===== config.mk =====
export PLATFORM = sky130hd
export DESIGN_NAME = fei_frequency_error_indicator
export DESIGN_NICKNAME = d
export VERILOG_FILES = /design/src/fei_pkg.sv /design/src/fei_meter_if.sv /design/src/fei_frequency_error_indicator.sv /design/src/fei_meter_pwm.sv /design/src/fei_sync_filter.sv
export SDC_FILE = /design/constraint.sdc
export NUM_CORES = 1
export LEC_CHECK = 0
export ABC_AREA = 1
export BUFFER_PORTS_ARGS = -buffer_cell sky130_fd_sc_hd__clkbuf_2
export CAP_MARGIN = 20
export CORE_ASPECT_RATIO = 0.75
export CORE_MARGIN = 4
export CORE_UTILIZATION = 40
export CTS_CLUSTER_SIZE = 40
export DETAILED_ROUTE_END_ITERATION = 10
export GPL_ROUTABILITY_DRIVEN = 0
export REMOVE_ABC_BUFFERS = 1
export SYNTH_ARGS = -nofsm -noshare
export SYNTH_HDL_FRONTEND = slang
export SYNTH_SLANG_ARGS = --single-unit

===== constraint.sdc =====
create_clock -name clk -period 17.1 [get_ports clk]
set_clock_uncertainty 0.05 [all_clocks]
set_input_delay 1.71 -clock clk [delete_from_list [all_inputs] [get_ports clk]]
set_output_delay 1.71 -clock clk [all_outputs]
set_load 0.01 [all_outputs]

===== src/fei_pkg.sv =====
package fei_pkg;

  localparam int unsigned CLK_HZ = 100_000_000;
  localparam int unsigned GATE_MS = 100;
  localparam int unsigned GATE_CYC = CLK_HZ / 1000 * GATE_MS;
  localparam int unsigned LAMP_TEST_MS = 1000;
  localparam int unsigned LAMP_TEST_CYC = CLK_HZ / 1000 * LAMP_TEST_MS;
  localparam int unsigned BLINK_MS = 250;
  localparam int unsigned BLINK_CYC = CLK_HZ / 1000 * BLINK_MS;
  localparam int unsigned DEBOUNCE_MS = 20;
  localparam int unsigned DEBOUNCE_CYC = CLK_HZ / 1000 * DEBOUNCE_MS;
  localparam int unsigned PWM_HZ = 5000;
  localparam int unsigned PWM_STEPS = 256;
  localparam int unsigned PWM_STEP_CYC = CLK_HZ / PWM_HZ / PWM_STEPS;

  localparam logic [3:0] SETTLE_LAST = 4'h3;
  localparam logic [4:0] PRESCALE = 5'h10;
  localparam logic [3:0] PRESCALE_LAST = 4'hF;
  localparam logic [19:0] MIN_CARRIER_COUNT = 20'h00001;

  localparam logic [7:0] DUTY_MID = 8'h80;
  localparam logic [7:0] DUTY_MAX = 8'hFF;
  localparam logic signed [10:0] SCALE_NARROW = 11'sh222;
  localparam logic signed [10:0] SCALE_WIDE = 11'sh083;
  localparam int unsigned SCALE_SHIFT = 8;
  localparam logic signed [20:0] ERR_LIMIT = 21'sh003FF;

  localparam logic signed [10:0] WIN_FLASH = 11'sh0FA;
  localparam logic signed [10:0] WIN_OUTER = 11'sh096;
  localparam logic signed [10:0] WIN_INNER_FAR = 11'sh0C8;
  localparam logic signed [10:0] WIN_INNER_NEAR = 11'sh014;
  localparam logic signed [10:0] WIN_CENTRE = 11'sh032;

  localparam int unsigned LAMP_LOW_RED = 0;
  localparam int unsigned LAMP_LOW = 1;
  localparam int unsigned LAMP_CENTRE = 2;
  localparam int unsigned LAMP_HIGH = 3;
  localparam int unsigned LAMP_HIGH_RED = 4;

  localparam logic [7:0] ADDR_STATUS = 8'h00;
  localparam logic [7:0] ADDR_COUNT = 8'h04;
  localparam logic [7:0] ADDR_ERROR = 8'h08;
  localparam logic [7:0] ADDR_REF = 8'h0C;
  localparam logic [7:0] ADDR_DUTY = 8'h10;
  localparam int unsigned STAT_STANDBY = 0;
  localparam int unsigned STAT_LAMPTEST = 1;
  localparam int unsigned STAT_CHAN_LSB = 2;
  localparam int unsigned STAT_ORIENT = 4;
  localparam int unsigned STAT_SPAN = 5;

  typedef enum {ST_LAMPTEST, ST_GATE, ST_INJ_LOW, ST_INJ_HIGH, ST_CALC} fei_state_type;

endpackage : fei_pkg


===== src/fei_meter_if.sv =====
`timescale 1ns/1ps
interface fei_meter_if;
  logic [7:0] duty;
  logic pwmOut;
  modport ctl (output duty, input pwmOut);
  modport gen (input duty, output pwmOut);
endinterface : fei_meter_if


===== src/fei_frequency_error_indicator.sv =====
// The APB slave port and the address map are this design's own decisions.
`timescale 1ns/1ps
module fei_frequency_error_indicator #(
  parameter int unsigned GATE_CYC = fei_pkg::GATE_CYC,
  parameter int unsigned LAMP_TEST_CYC = fei_pkg::LAMP_TEST_CYC,
  parameter int unsigned BLINK_CYC = fei_pkg::BLINK_CYC,
  parameter int unsigned DEBOUNCE_CYC = fei_pkg::DEBOUNCE_CYC
) (
  input wire logic clk,
  input wire logic rst_b,
  input wire logic rfSquareIn,
  output logic injOut,
  output logic injOe,
  input wire logic channelSwitchA_b,
  input wire logic channelSwitchB_b,
  input wire logic orientationJumper_b,
  input wire logic meterSpanJumper_b,
  input wire logic programButton_b,
  output logic [4:0] pullUpEn,
  output logic [4:0] lamp,
  output logic meterPwm,
  input wire logic psel,
  input wire logic penable,
  input wire logic pwrite,
  input wire logic [7:0] paddr,
  input wire logic [31:0] pwdata,
  input wire logic [3:0] pstrb,
  output logic [31:0] prdata,
  output logic pready,
  output logic pslverr
);

  fei_pkg::fei_state_type state_r;
  logic rfSync;
  logic rfPrev_r;
  logic rfEdge;
  logic [3:0] ctrlSync;
  logic btnDeb;
  logic btnPrev_r;
  logic pressEvt;
  logic [1:0] chan;
  logic orientOpen;
  logic spanWide;
  logic [31:0] timer_r;
  logic [3:0] settle_r;
  logic [3:0] prescale_r;
  logic [15:0] mainCnt_r;
  logic [15:0] mainSnap_r;
  logic [4:0] toggles_r;
  logic [19:0] measCount_r;
  logic standby_r;
  logic [19:0] ref_r [4];
  logic [19:0] refSel;
  logic signed [20:0] errFull;
  logic signed [10:0] errClip;
  logic signed [21:0] scaled;
  logic [7:0] dutyCalc;
  logic [7:0] duty_r;
  logic [31:0] blinkCnt_r;
  logic blink_r;
  logic [4:0] lampCalc;
  logic apbWrite;
  logic apbSetup;
  logic [23:0] refMerged;
  logic regHit;
  logic regRo;
  logic [31:0] readMux;

  fei_meter_if meterBus ();

  assign pullUpEn = 5'h1F;

  fei_sync_filter #(
    .WIDTH(5),
    .DEB_CYC(1)
  ) u_ctrl_sync (
    .clk(clk),
    .rst_b(rst_b),
    .din({rfSquareIn, meterSpanJumper_b, orientationJumper_b, channelSwitchB_b,
          channelSwitchA_b}),
    .dout({rfSync, ctrlSync})
  );

  fei_sync_filter #(
    .WIDTH(1),
    .DEB_CYC(DEBOUNCE_CYC)
  ) u_button_filter (
    .clk(clk),
    .rst_b(rst_b),
    .din(programButton_b),
    .dout(btnDeb)
  );

  fei_meter_pwm u_meter_pwm (
    .clk(clk),
    .rst_b(rst_b),
    .m(meterBus.gen)
  );

  assign meterBus.duty = duty_r;
  assign meterPwm = meterBus.pwmOut;

  // Open switches read high through the pull-ups
  assign chan = ctrlSync[1:0];
  assign orientOpen = ctrlSync[2];
  assign spanWide = ~ctrlSync[3];
  assign refSel = ref_r[chan];

  // Edge counting; the pin carries either the squarer or our own toggles
  assign rfEdge = rfSync & ~rfPrev_r;

  always_ff @(posedge clk or negedge rst_b) begin
    if (!rst_b) begin
      // Matches the synchroniser's reset level, so reset makes no false edge
      rfPrev_r <= 1'b1;
      btnPrev_r <= 1'b1;
    end else begin
      rfPrev_r <= rfSync;
      btnPrev_r <= btnDeb;
    end
  end

  assign pressEvt = btnPrev_r & ~btnDeb;

  // The sequencer reads this residue only to catch a carry; the count rebuilds it from the toggle tally
  always_ff @(posedge clk or negedge rst_b) begin
    if (!rst_b) begin
      prescale_r <= '0;
      mainCnt_r <= '0;
    end else if (state_r == fei_pkg::ST_CALC) begin
      mainCnt_r <= '0;
      if (rfEdge) begin
        prescale_r <= prescale_r + 4'h1;
      end
    end else if (state_r != fei_pkg::ST_LAMPTEST && rfEdge) begin
      if (prescale_r == fei_pkg::PRESCALE_LAST) begin
        prescale_r <= '0;
        mainCnt_r <= mainCnt_r + 16'h0001;
      end else begin
        prescale_r <= prescale_r + 4'h1;
      end
    end
  end

  always_ff @(posedge clk or negedge rst_b) begin
    if (!rst_b) begin
      state_r <= fei_pkg::ST_LAMPTEST;
      timer_r <= '0;
      settle_r <= '0;
      toggles_r <= '0;
      mainSnap_r <= '0;
      measCount_r <= '0;
      standby_r <= 1'b1;
      injOut <= 1'b0;
      injOe <= 1'b0;
    end else begin
      case (state_r)
        fei_pkg::ST_LAMPTEST: begin
          if (timer_r >= LAMP_TEST_CYC - 1) begin
            timer_r <= '0;
            state_r <= fei_pkg::ST_GATE;
          end else begin
            timer_r <= timer_r + 32'h1;
          end
        end
        fei_pkg::ST_GATE: begin
          if (timer_r >= GATE_CYC - 1) begin
            timer_r <= '0;
            injOe <= 1'b1;
            injOut <= 1'b0;
            settle_r <= '0;
            toggles_r <= '0;
            state_r <= fei_pkg::ST_INJ_LOW;
          end else begin
            timer_r <= timer_r + 32'h1;
          end
        end
        fei_pkg::ST_INJ_LOW: begin
          if (settle_r == fei_pkg::SETTLE_LAST) begin
            // Snapshot after the settle so edges still in the synchroniser are counted
            if (toggles_r == '0) begin
              mainSnap_r <= mainCnt_r;
            end
            injOut <= 1'b1;
            toggles_r <= toggles_r + 5'h01;
            settle_r <= '0;
            state_r <= fei_pkg::ST_INJ_HIGH;
          end else begin
            settle_r <= settle_r + 4'h1;
          end
        end
        fei_pkg::ST_INJ_HIGH: begin
          if (settle_r == fei_pkg::SETTLE_LAST) begin
            settle_r <= '0;
            injOut <= 1'b0;
            // The pin path is three flops deep, so the carry can land on this very edge
            if (mainCnt_r != mainSnap_r || toggles_r == fei_pkg::PRESCALE ||
                (rfEdge && prescale_r == fei_pkg::PRESCALE_LAST)) begin
              state_r <= fei_pkg::ST_CALC;
            end else begin
              state_r <= fei_pkg::ST_INJ_LOW;
            end
          end else begin
            settle_r <= settle_r + 4'h1;
          end
        end
        fei_pkg::ST_CALC: begin
          // Count in units of 10 Hz; the residue rides below the prescaled count
          measCount_r <= {mainSnap_r, 4'h0} +
                         {15'h0000, fei_pkg::PRESCALE - toggles_r};
          standby_r <= ({mainSnap_r, 4'h0} + {15'h0000, fei_pkg::PRESCALE - toggles_r})
                       < fei_pkg::MIN_CARRIER_COUNT;
          injOe <= 1'b0;
          timer_r <= '0;
          state_r <= fei_pkg::ST_GATE;
        end
        default: begin
          state_r <= fei_pkg::ST_LAMPTEST;
          timer_r <= '0;
          injOe <= 1'b0;
          injOut <= 1'b0;
        end
      endcase
    end
  end

  // Error, orientation and meter scaling
  always_comb begin
    errFull = $signed({1'b0, measCount_r}) - $signed({1'b0, refSel});
    if (!orientOpen) begin
      errFull = -errFull;
    end
    if (errFull > fei_pkg::ERR_LIMIT) begin
      errClip = fei_pkg::ERR_LIMIT[10:0];
    end else if (errFull < -fei_pkg::ERR_LIMIT) begin
      errClip = -fei_pkg::ERR_LIMIT[10:0];
    end else begin
      errClip = errFull[10:0];
    end
    scaled = (errClip * (spanWide ? fei_pkg::SCALE_WIDE : fei_pkg::SCALE_NARROW))
             >>> fei_pkg::SCALE_SHIFT;
    scaled = scaled + $signed({14'h0000, fei_pkg::DUTY_MID});
    if (scaled < 0) begin
      dutyCalc = 8'h00;
    end else if (scaled > $signed({14'h0000, fei_pkg::DUTY_MAX})) begin
      dutyCalc = fei_pkg::DUTY_MAX;
    end else begin
      dutyCalc = scaled[7:0];
    end
  end

  // Lamp windows overlap so neighbouring lamps share the transition
  always_comb begin
    lampCalc = '0;
    if (errClip < -fei_pkg::WIN_OUTER) begin
      lampCalc[fei_pkg::LAMP_LOW_RED] = (errClip < -fei_pkg::WIN_FLASH) ? blink_r : 1'b1;
    end
    if (errClip >= -fei_pkg::WIN_INNER_FAR && errClip <= -fei_pkg::WIN_INNER_NEAR) begin
      lampCalc[fei_pkg::LAMP_LOW] = 1'b1;
    end
    if (errClip >= -fei_pkg::WIN_CENTRE && errClip <= fei_pkg::WIN_CENTRE) begin
      lampCalc[fei_pkg::LAMP_CENTRE] = 1'b1;
    end
    if (errClip >= fei_pkg::WIN_INNER_NEAR && errClip <= fei_pkg::WIN_INNER_FAR) begin
      lampCalc[fei_pkg::LAMP_HIGH] = 1'b1;
    end
    if (errClip > fei_pkg::WIN_OUTER) begin
      lampCalc[fei_pkg::LAMP_HIGH_RED] = (errClip > fei_pkg::WIN_FLASH) ? blink_r : 1'b1;
    end
  end

  always_ff @(posedge clk or negedge rst_b) begin
    if (!rst_b) begin
      blinkCnt_r <= '0;
      blink_r <= 1'b0;
    end else if (blinkCnt_r >= BLINK_CYC - 1) begin
      blinkCnt_r <= '0;
      blink_r <= ~blink_r;
    end else begin
      blinkCnt_r <= blinkCnt_r + 32'h1;
    end
  end

  always_ff @(posedge clk or negedge rst_b) begin
    if (!rst_b) begin
      lamp <= '1;
      duty_r <= fei_pkg::DUTY_MID;
    end else if (state_r == fei_pkg::ST_LAMPTEST) begin
      lamp <= '1;
      duty_r <= fei_pkg::DUTY_MID;
    end else if (standby_r) begin
      lamp <= '0;
      lamp[fei_pkg::LAMP_CENTRE] <= blink_r;
      duty_r <= fei_pkg::DUTY_MID;
    end else begin
      lamp <= lampCalc;
      duty_r <= dutyCalc;
    end
  end

  // Register slave: zero wait states, read data captured in the setup cycle
  assign apbSetup = psel & ~penable;
  assign apbWrite = psel & penable & pwrite;
  assign pready = 1'b1;

  always_comb begin
    regHit = 1'b1;
    regRo = 1'b1;
    readMux = '0;
    case (paddr)
      fei_pkg::ADDR_STATUS: begin
        readMux[fei_pkg::STAT_STANDBY] = standby_r;
        readMux[fei_pkg::STAT_LAMPTEST] = (state_r == fei_pkg::ST_LAMPTEST);
        readMux[fei_pkg::STAT_CHAN_LSB +: 2] = chan;
        readMux[fei_pkg::STAT_ORIENT] = orientOpen;
        readMux[fei_pkg::STAT_SPAN] = spanWide;
      end
      fei_pkg::ADDR_COUNT: begin
        readMux[19:0] = measCount_r;
      end
      fei_pkg::ADDR_ERROR: begin
        readMux = {{21{errClip[10]}}, errClip};
      end
      fei_pkg::ADDR_REF: begin
        readMux[19:0] = refSel;
        regRo = 1'b0;
      end
      fei_pkg::ADDR_DUTY: begin
        readMux[7:0] = duty_r;
      end
      default: begin
        regHit = 1'b0;
      end
    endcase
  end

  always_ff @(posedge clk or negedge rst_b) begin
    if (!rst_b) begin
      prdata <= '0;
      pslverr <= 1'b0;
    end else if (apbSetup) begin
      prdata <= pwrite ? 32'h0000_0000 : readMux;
      pslverr <= ~regHit | (pwrite & regRo);
    end
  end

  always_comb begin
    refMerged = {4'h0, refSel};
    for (int i = 0; i < 3; i++) begin
      if (pstrb[i]) begin
        refMerged[i*8 +: 8] = pwdata[i*8 +: 8];
      end
    end
  end

  // A software write in the same cycle as a button press takes precedence
  always_ff @(posedge clk or negedge rst_b) begin
    if (!rst_b) begin
      for (int i = 0; i < 4; i++) begin
        ref_r[i] <= '0;
      end
    end else if (apbWrite && paddr == fei_pkg::ADDR_REF) begin
      ref_r[chan] <= refMerged[19:0];
    end else if (pressEvt && !standby_r && state_r != fei_pkg::ST_LAMPTEST) begin
      ref_r[chan] <= measCount_r;
    end
  end

endmodule : fei_frequency_error_indicator


===== src/fei_meter_pwm.sv =====
`timescale 1ns/1ps
module fei_meter_pwm (
  input wire logic clk,
  input wire logic rst_b,
  fei_meter_if.gen m
);

  logic [31:0] div_r;
  logic stepEn;
  logic [7:0] phase_r;
  logic [7:0] dutyHeld_r;

  assign stepEn = (div_r == fei_pkg::PWM_STEP_CYC - 1);

  always_ff @(posedge clk or negedge rst_b) begin
    if (!rst_b) begin
      div_r <= '0;
    end else if (stepEn) begin
      div_r <= '0;
    end else begin
      div_r <= div_r + 32'h1;
    end
  end

  // Duty only changes at the period start, so no runt pulses reach the meter
  always_ff @(posedge clk or negedge rst_b) begin
    if (!rst_b) begin
      phase_r <= '0;
      dutyHeld_r <= fei_pkg::DUTY_MID;
      m.pwmOut <= 1'b0;
    end else if (stepEn) begin
      phase_r <= phase_r + 8'h01;
      if (phase_r == fei_pkg::DUTY_MAX) begin
        dutyHeld_r <= m.duty;
      end
      m.pwmOut <= (phase_r < dutyHeld_r);
    end
  end

endmodule : fei_meter_pwm


===== src/fei_sync_filter.sv =====
`timescale 1ns/1ps
// Two-flop synchroniser followed by a stability filter; DEB_CYC of 1 gives a plain sync.
module fei_sync_filter #(
  parameter int unsigned WIDTH = 1,
  parameter int unsigned DEB_CYC = 1
) (
  input wire logic clk,
  input wire logic rst_b,
  input wire logic [WIDTH-1:0] din,
  output logic [WIDTH-1:0] dout
);

  logic [WIDTH-1:0] meta_r;
  logic [WIDTH-1:0] sync_r;
  logic [31:0] stable_r;

  always_ff @(posedge clk or negedge rst_b) begin
    if (!rst_b) begin
      meta_r <= '1;
      sync_r <= '1;
    end else begin
      meta_r <= din;
      sync_r <= meta_r;
    end
  end

  // Idle level is high because every control pin is pulled up
  always_ff @(posedge clk or negedge rst_b) begin
    if (!rst_b) begin
      dout <= '1;
      stable_r <= '0;
    end else if (sync_r == dout) begin
      stable_r <= '0;
    end else if (stable_r >= DEB_CYC - 1) begin
      dout <= sync_r;
      stable_r <= '0;
    end else begin
      stable_r <= stable_r + 32'h1;
    end
  end

endmodule : fei_sync_filter

**Word level (Yosys, flattened, before mapping)**

Index checks and enable logic that the tools add are counted.

- Register bits: 424
- Input port bits: 55
- Output and inout port bits: 47
- Logic and storage cells: 221

- Add/subtract/negate cells: 15
- $mul: 1
- Order comparisons: 23
- Eq/ne operators: 22
- Muxes and demuxes: 70
- Bitwise logic cells: 18
- Reduce and logical (&&, ||, !) cells: 37

Operators with widths:

| kind | number |
|---|---|
| 2-to-1 mux 32 bit | 13 |
| adder 32 x 1 -> 32 bit (second input constant) | 5 |
| bitwise mux 80 bit | 2 |
| 2-to-1 mux 80 bit | 2 |
| case mux 32 bit (5 select lines) | 1 |
| case mux 32 bit (3 select lines) | 1 |
| equality test 32 x 2 -> 1 bit (second input constant) | 2 |
| logical NOT 32 bit | 2 |
| 2-to-1 mux 20 bit | 3 |
| 2-to-1 mux 16 bit | 3 |
| 2-to-1 mux 8 bit | 6 |
| binary-select mux 20 bit (select 2 bit) | 1 |
| demux 20 bit (select 2 bit) | 1 |
| case mux 12 bit (3 select lines) | 1 |
| equality test 32 x 1 -> 1 bit (second input constant) | 1 |
| equality test 32 x 3 -> 1 bit (second input constant) | 1 |
| equality test 32 x 4 -> 1 bit (second input constant) | 1 |
| equality test 32 x 7 -> 1 bit (second input constant) | 1 |
| >= comparator 32 x 1 -> 1 bit (second input constant) | 1 |
| >= comparator 32 x 21 -> 1 bit (second input constant) | 1 |
| >= comparator 32 x 24 -> 1 bit (second input constant) | 1 |
| >= comparator 32 x 25 -> 1 bit (second input constant) | 1 |
| >= comparator 32 x 27 -> 1 bit (second input constant) | 1 |
| nonzero test 32 bit | 1 |
| other kinds (67) | 133 |

**Longest topological paths before layout**

- Depth after elaboration: 17
- Mapped depth: 62

**Cells and area by module**

From an unflattened synthesis, not the netlist that was laid out.

- Cells, all modules: 3022
- Area total of the unflattened synthesis: 22801.9 um^2

By module, submodules not included:

| module | times used | cells an instance | area each (um^2) | sequential area each (um^2) |
|---|---|---|---|---|
| fei_frequency_error_indicator | 1 | 2400 | 17835.9 | 6342.3 |
| fei_meter_pwm | 1 | 415 | 2930.3 | 1227.4 |
| fei_sync_filter at u_button_filter | 1 | 187 | 1622.8 | 879.6 |
| fei_sync_filter at u_ctrl_sync | 1 | 20 | 412.9 | 394.1 |

**Worst setup path after synthesis**

No wires, ideal clock.

- Path kind: flip-flop to flip-flop
- Start: reg u_ctrl_sync.dout[0]
- End: reg duty_r[4]
- Library setup time: 0.125 ns
- Arrival: 8.258 ns
- Required time: 16.925 ns
- Slack: 8.666 ns
- Cell stages (with the launch flop): 57
- Path through: dfstp_2 inv_1 nand2_1 clkinv_1 clkbuf_1 a221oi_1 ha_1 nand2_2 inv_1 nand2_2 nand2_1 nand2_1 nand3_1 nand2_1 nand2_1 nor2_2 inv_1 nor2_1 (+21 left out) ha_1 nand2_1 nor2_1 nand2_1 o21ai_2 nand2_2 nand2_4 xor2_4 inv_1 ha_1 nand3_1 nor2_1 nand4_1 nor2_1 nor2_1 nand4_1 nand2_2 a21oi_1

- Word-level cells in the longest chain between the ends: 17
- Elaborated cells between the ends (all ways): 19
- Classes of those cells: add/sub (3); mul (1); order compare (4); mux (10); bitwise (1)

RTL lines:

| element | RTL line | RTL |
|---|---|---|
| start: declaration | fei_sync_filter.sv:10 | `output logic [WIDTH-1:0] dout` |
| start signal: assignment | fei_sync_filter.sv:35 | `dout <= sync_r;` |
| inverter 2 -> 3 bit (not written as such) * | fei_frequency_error_indicator.sv:107 | `assign refSel = ref_r[chan];` |
| binary-select mux 20 bit (select 2 bit) * | fei_frequency_error_indicator.sv:107 |  |
| 2-to-1 mux 20 bit (not written as such) * (2 in a row) | fei_frequency_error_indicator.sv:107 |  |
| subtractor 20 x 20 -> 21 bit * | fei_frequency_error_indicator.sv:229 | `errFull = $signed({1'b0, measCount_r}) - $signed({1'b0, refSel});` |
| negation 21 bit | fei_frequency_error_indicator.sv:231 | `errFull = -errFull;` |
| 2-to-1 mux 21 bit * | fei_frequency_error_indicator.sv:230 | `if (!orientOpen) begin` |
| less-than comparator 21 x 11 -> 1 bit | fei_frequency_error_indicator.sv:235 | `end else if (errFull < -fei_pkg::ERR_LIMIT) begin` |
| 2-to-1 mux 11 bit | fei_frequency_error_indicator.sv:235 |  |
| 2-to-1 mux 11 bit * | fei_frequency_error_indicator.sv:233 | `if (errFull > fei_pkg::ERR_LIMIT) begin` |
| multiplier 11 x 11 -> 22 bit * | fei_frequency_error_indicator.sv:240 | `scaled = (errClip * (spanWide ? fei_pkg::SCALE_WIDE : fei_pkg::SCALE_NARROW))` |
| adder 14 x 9 -> 15 bit * | fei_frequency_error_indicator.sv:242 | `scaled = scaled + $signed({14'h0000, fei_pkg::DUTY_MID});` |
| > comparator 15 x 9 -> 1 bit | fei_frequency_error_indicator.sv:245 | `end else if (scaled > $signed({14'h0000, fei_pkg::DUTY_MAX})) begin` |
| 2-to-1 mux 8 bit | fei_frequency_error_indicator.sv:245 |  |
| 2-to-1 mux 8 bit * | fei_frequency_error_indicator.sv:243 | `if (scaled < 0) begin` |
| 2-to-1 mux 8 bit * | fei_frequency_error_indicator.sv:291 | `end else if (standby_r) begin` |
| 2-to-1 mux 8 bit * | fei_frequency_error_indicator.sv:288 | `end else if (state_r == fei_pkg::ST_LAMPTEST) begin` |
| end signal: assignment | fei_frequency_error_indicator.sv:287 | `duty_r <= fei_pkg::DUTY_MID;` |
| end signal: assignment | fei_frequency_error_indicator.sv:290 | `duty_r <= fei_pkg::DUTY_MID;` |
| end signal: assignment | fei_frequency_error_indicator.sv:294 | `duty_r <= fei_pkg::DUTY_MID;` |
| end: declaration | fei_frequency_error_indicator.sv:58 | `logic [7:0] duty_r;` |

Every way passes the cells marked *; elsewhere a longest branch is shown, timed or not. The select of a mux whose other input is x is not followed.
A chain may end at the register's enable or synchronous reset.

**Worst setup path after layout**

- Start: reg u_ctrl_sync.dout[0]
- End: reg duty_r[5]

Same word-level chain as after synthesis.

==> metrics.csv <==
metric,value,unit
switch share,33.1,%
global-route wire length before repair,93.2,mm
status,"complete, no violations",
half-perimeter wire length after placement,43.7,mm
dpl cell area,23200,um^2
Mapped Area,22100,um^2
nets@finish,3088,
Num CTS Buffers,36,
I/O pin total,102,
number of DRC markers in iteration 0,1749,
largest net degree at the start of global routing,102,
design area,24400,um^2
vias per cell,5.25,
FMAX,0.0929,GHz
Post-CTS Setup Inserts,0,
die width,279,um
Die ar.,59000,um^2
share of layout cells above drive strength 1,8.63,%
Clk network pwr share,34.7,%
cell count along the critical path,52,
crit-path leading delay family,simple AND/OR/NAND/NOR gates,
final WL,57.2,mm
clock latency at the later pin of the worst-skew pair,0.54,ns
worst endpoint data arrival time,11.14,ns
crit path buf inv count,11,
final worst path period share,62.9,%
Final ANT Viol Nets,0,
Root Buffer,clkbuf_16,
CTS resizes,0,
antenna violations before repair,1,
most numerous cell in the Yosys netlist,nand2_1,
slowest cell on the critical path,a221oi_1,
Fill cells,5400,
Slew headroom,31.8,%
Total Power,0.00224,W
DR WL/cell,15.7,um
Peak VDD IR,60.3,uV
class of the most critical setup path,reg -> reg,
Inst Count DP,3586,
Netlist cell types,62,
"Seq/Total Area, Yosys",40.1,%
sequential cell area,8840,um^2
NetSw,0.000742,W
max-cap check violation count,0,
Seq pwr share,37.7,%
Lkg Pwr,12.3,nW
# H-tree levels,2,
cells after synthesis,2818,
drt pass-1 iters,6,
share of the synthesized area in the top cell type,36.7,%
post-route insts no fill,3652,
FP Rows,74,
unrepaired setup endpoints after global routing,no,
Synth-to-Final Area Change,10.6,%
IO Port Bufs,82,
Ys Warns,0,
clk sinks,352,
Pint,0.00150,W
clock buffer depth,3,
Logic pwr share,27.5,%
WHS Path Cells,0,
total number of vias,19184,
worst reg2reg path depth,52,
grt ovf,0,
worst min path class,reg -> reg,
multi-input combinational cell area,11200,um^2
most frequent cell on the critical path,nand2_1,
core region area,54500,um^2
post-synth top area cell,dfrtp_1,
CTS Hold Bufs,0,
Slew Limit Fails,0,
"CTS clk-pin slew, worst paths",0.06,ns
setup violators final,0,
Post-Syn Area per Cell,7.83,um^2
Async SR Flop Fraction,100,%
Starting Density,40.5,%
CTS tree,yes,
fin crit period,10.76,ns
setup TNS,0,ns
"Largest stage delay, worst path",0.91,ns
Post-synth EDFFs,0,
PD cells,91.8,nW/um^2
CP endpoint kind,flip-flop,
#FFs+latches synth,352,
Post-route DRC,0,
ys flop type,dfrtp_1,
"Hold Vio Cnt, Final",0,
die height,211,um
number of diodes,0,
critical-path maximum fanout,28,
Worst EP required,17.48,ns
most common library cells after synthesis,"531 x nand2_1, 457 x inv_1, 324 x dfrtp_1",
Slew @ Worst Pin,1.02,ns
GRT Total Usage,19.1,%
Worst setup SP type,flip-flop,
vias in the first global route,18133,
"top cells by area, synth","dfrtp_1 37%, nand2_1 9.0%, inv_1 7.8%",
[routing by layer]
| layer | GRT usage [%] | vias up | routed length, um |
|---|---|---|---|
| li1 | - | 9357 | - |
| met1 | 29.6 | 9194 | 28600 |
| met2 | 27.4 | 552 | 23100 |
| met3 | 3.90 | 79 | 4370 |
| met4 | 4.30 | 2 | 1130 |
| met5 | 0 | - | 13 |
[worst paths after layout]
| path | from | to | slack [ns] |
|---|---|---|---|
| worst min-delay path | u_button_filter.meta_r | u_button_filter.sync_r | 0.30 |
| min in group asynchronous | rst_b | ref_r[76] | 1.11 |
| worst max register to register | u_ctrl_sync.dout[0] | duty_r[5] | 6.34 |
| worst max-delay path | u_ctrl_sync.dout[0] | duty_r[5] | 6.34 |
| worst min register to register | u_button_filter.meta_r | u_button_filter.sync_r | 0.30 |
| max in group asynchronous | rst_b | blinkCnt_r[24] | 13.01 |
[kinds of logic (layout without fill, tap and decap cells)]
logic type                 count (synthesis)  after routing  share of synthesized area (%)
AOI/OAI and AO/OA                        497            497                           13.1
xor gates and xnor gates                  76             76                           3.10
adders and majority gates                130            130                           8.60
buffers and inverters                    551            632                           9.69
DFF                                      352            352                           40.1
muxes                                     49             49                           2.23
other                                      2             33                         0.0340
and+or+nand+nor                         1161           1161                           23.1
[registers in the layout, summed over array words and instances, names as in the netlist, 8 cells and up]
register / cells
mainCnt_r: 16
prdata: 21
mainSnap_r: 16
u_meter_pwm.div_r: 32
blinkCnt_r: 32
u_meter_pwm.phase_r: 8
duty_r: 8
u_meter_pwm.dutyHeld_r: 8
u_button_filter.stable_r: 32
measCount_r: 20
ref_r: 80
timer_r: 32
[worst reg2reg max path: cells and delay by family (launching register included)]
kind / cells / cell delay, ns
compound gates: 7 / 2.09
fa+ha+maj: 7 / 2.82
buf+inv: 11 / 1.67
flops: 1 / 0.58
simple gates: 27 / 3.44
[cell usage in the layout, fill, tap and decap left out, drive strengths merged, types with 18 or more instances in the layout]
cell type / netlist / final
nand2: 565 / 565
inv: 462 / 462
dfrtp: 324 / 324
nor2: 267 / 267
o21ai: 216 / 216
nand3: 151 / 151
clkbuf: 61 / 142
a21oi: 125 / 125
ha: 94 / 94
nor3: 61 / 61
xor2: 58 / 58
o22ai: 52 / 52
mux2i: 47 / 47
nand4: 44 / 44
fa: 36 / 36
conb: 2 / 33
nor4: 31 / 31
dfstp: 28 / 28
a31oi: 23 / 23
xnor2: 18 / 18
[per-stage QoR]
stage	setup WS (ns)	hold WS, ns	util, %
detailed placement	6.47	0.297	42.6
finish	6.34	0.305	44.8
global placement	6.56	0.296	42.6
global route	5.37	0.306	44.8
CTS	6.39	0.306	44.7
floorplan	8.53	0.295	-
[power groups by stage]
stage | registers (W) | logic [W] | clock network (W)
final | 0.000845 | 0.000616 | 0.000778
after global routing | 0.000845 | 0.000713 | 0.000840
after CTS | 0.000845 | 0.000614 | 0.000801
after detailed placement | 0.000860 | 0.000610 | 0
after global placement | 0.000860 | 0.000601 | 0
after floorplan | 0.000859 | 0.000460 | 0
[final cells by class]
class / instances / area share [%]
clock buffers: 61 / 4.45
inverters: 470 / 7.23
well taps: 722 / 3.70
multi-input cells: 1946 / 45.9
flip-flops and latches: 352 / 36.2
repair buffers: 97 / 2.21
clock inverters: 4 / 0.241
(Power assumes the default switching activity.)
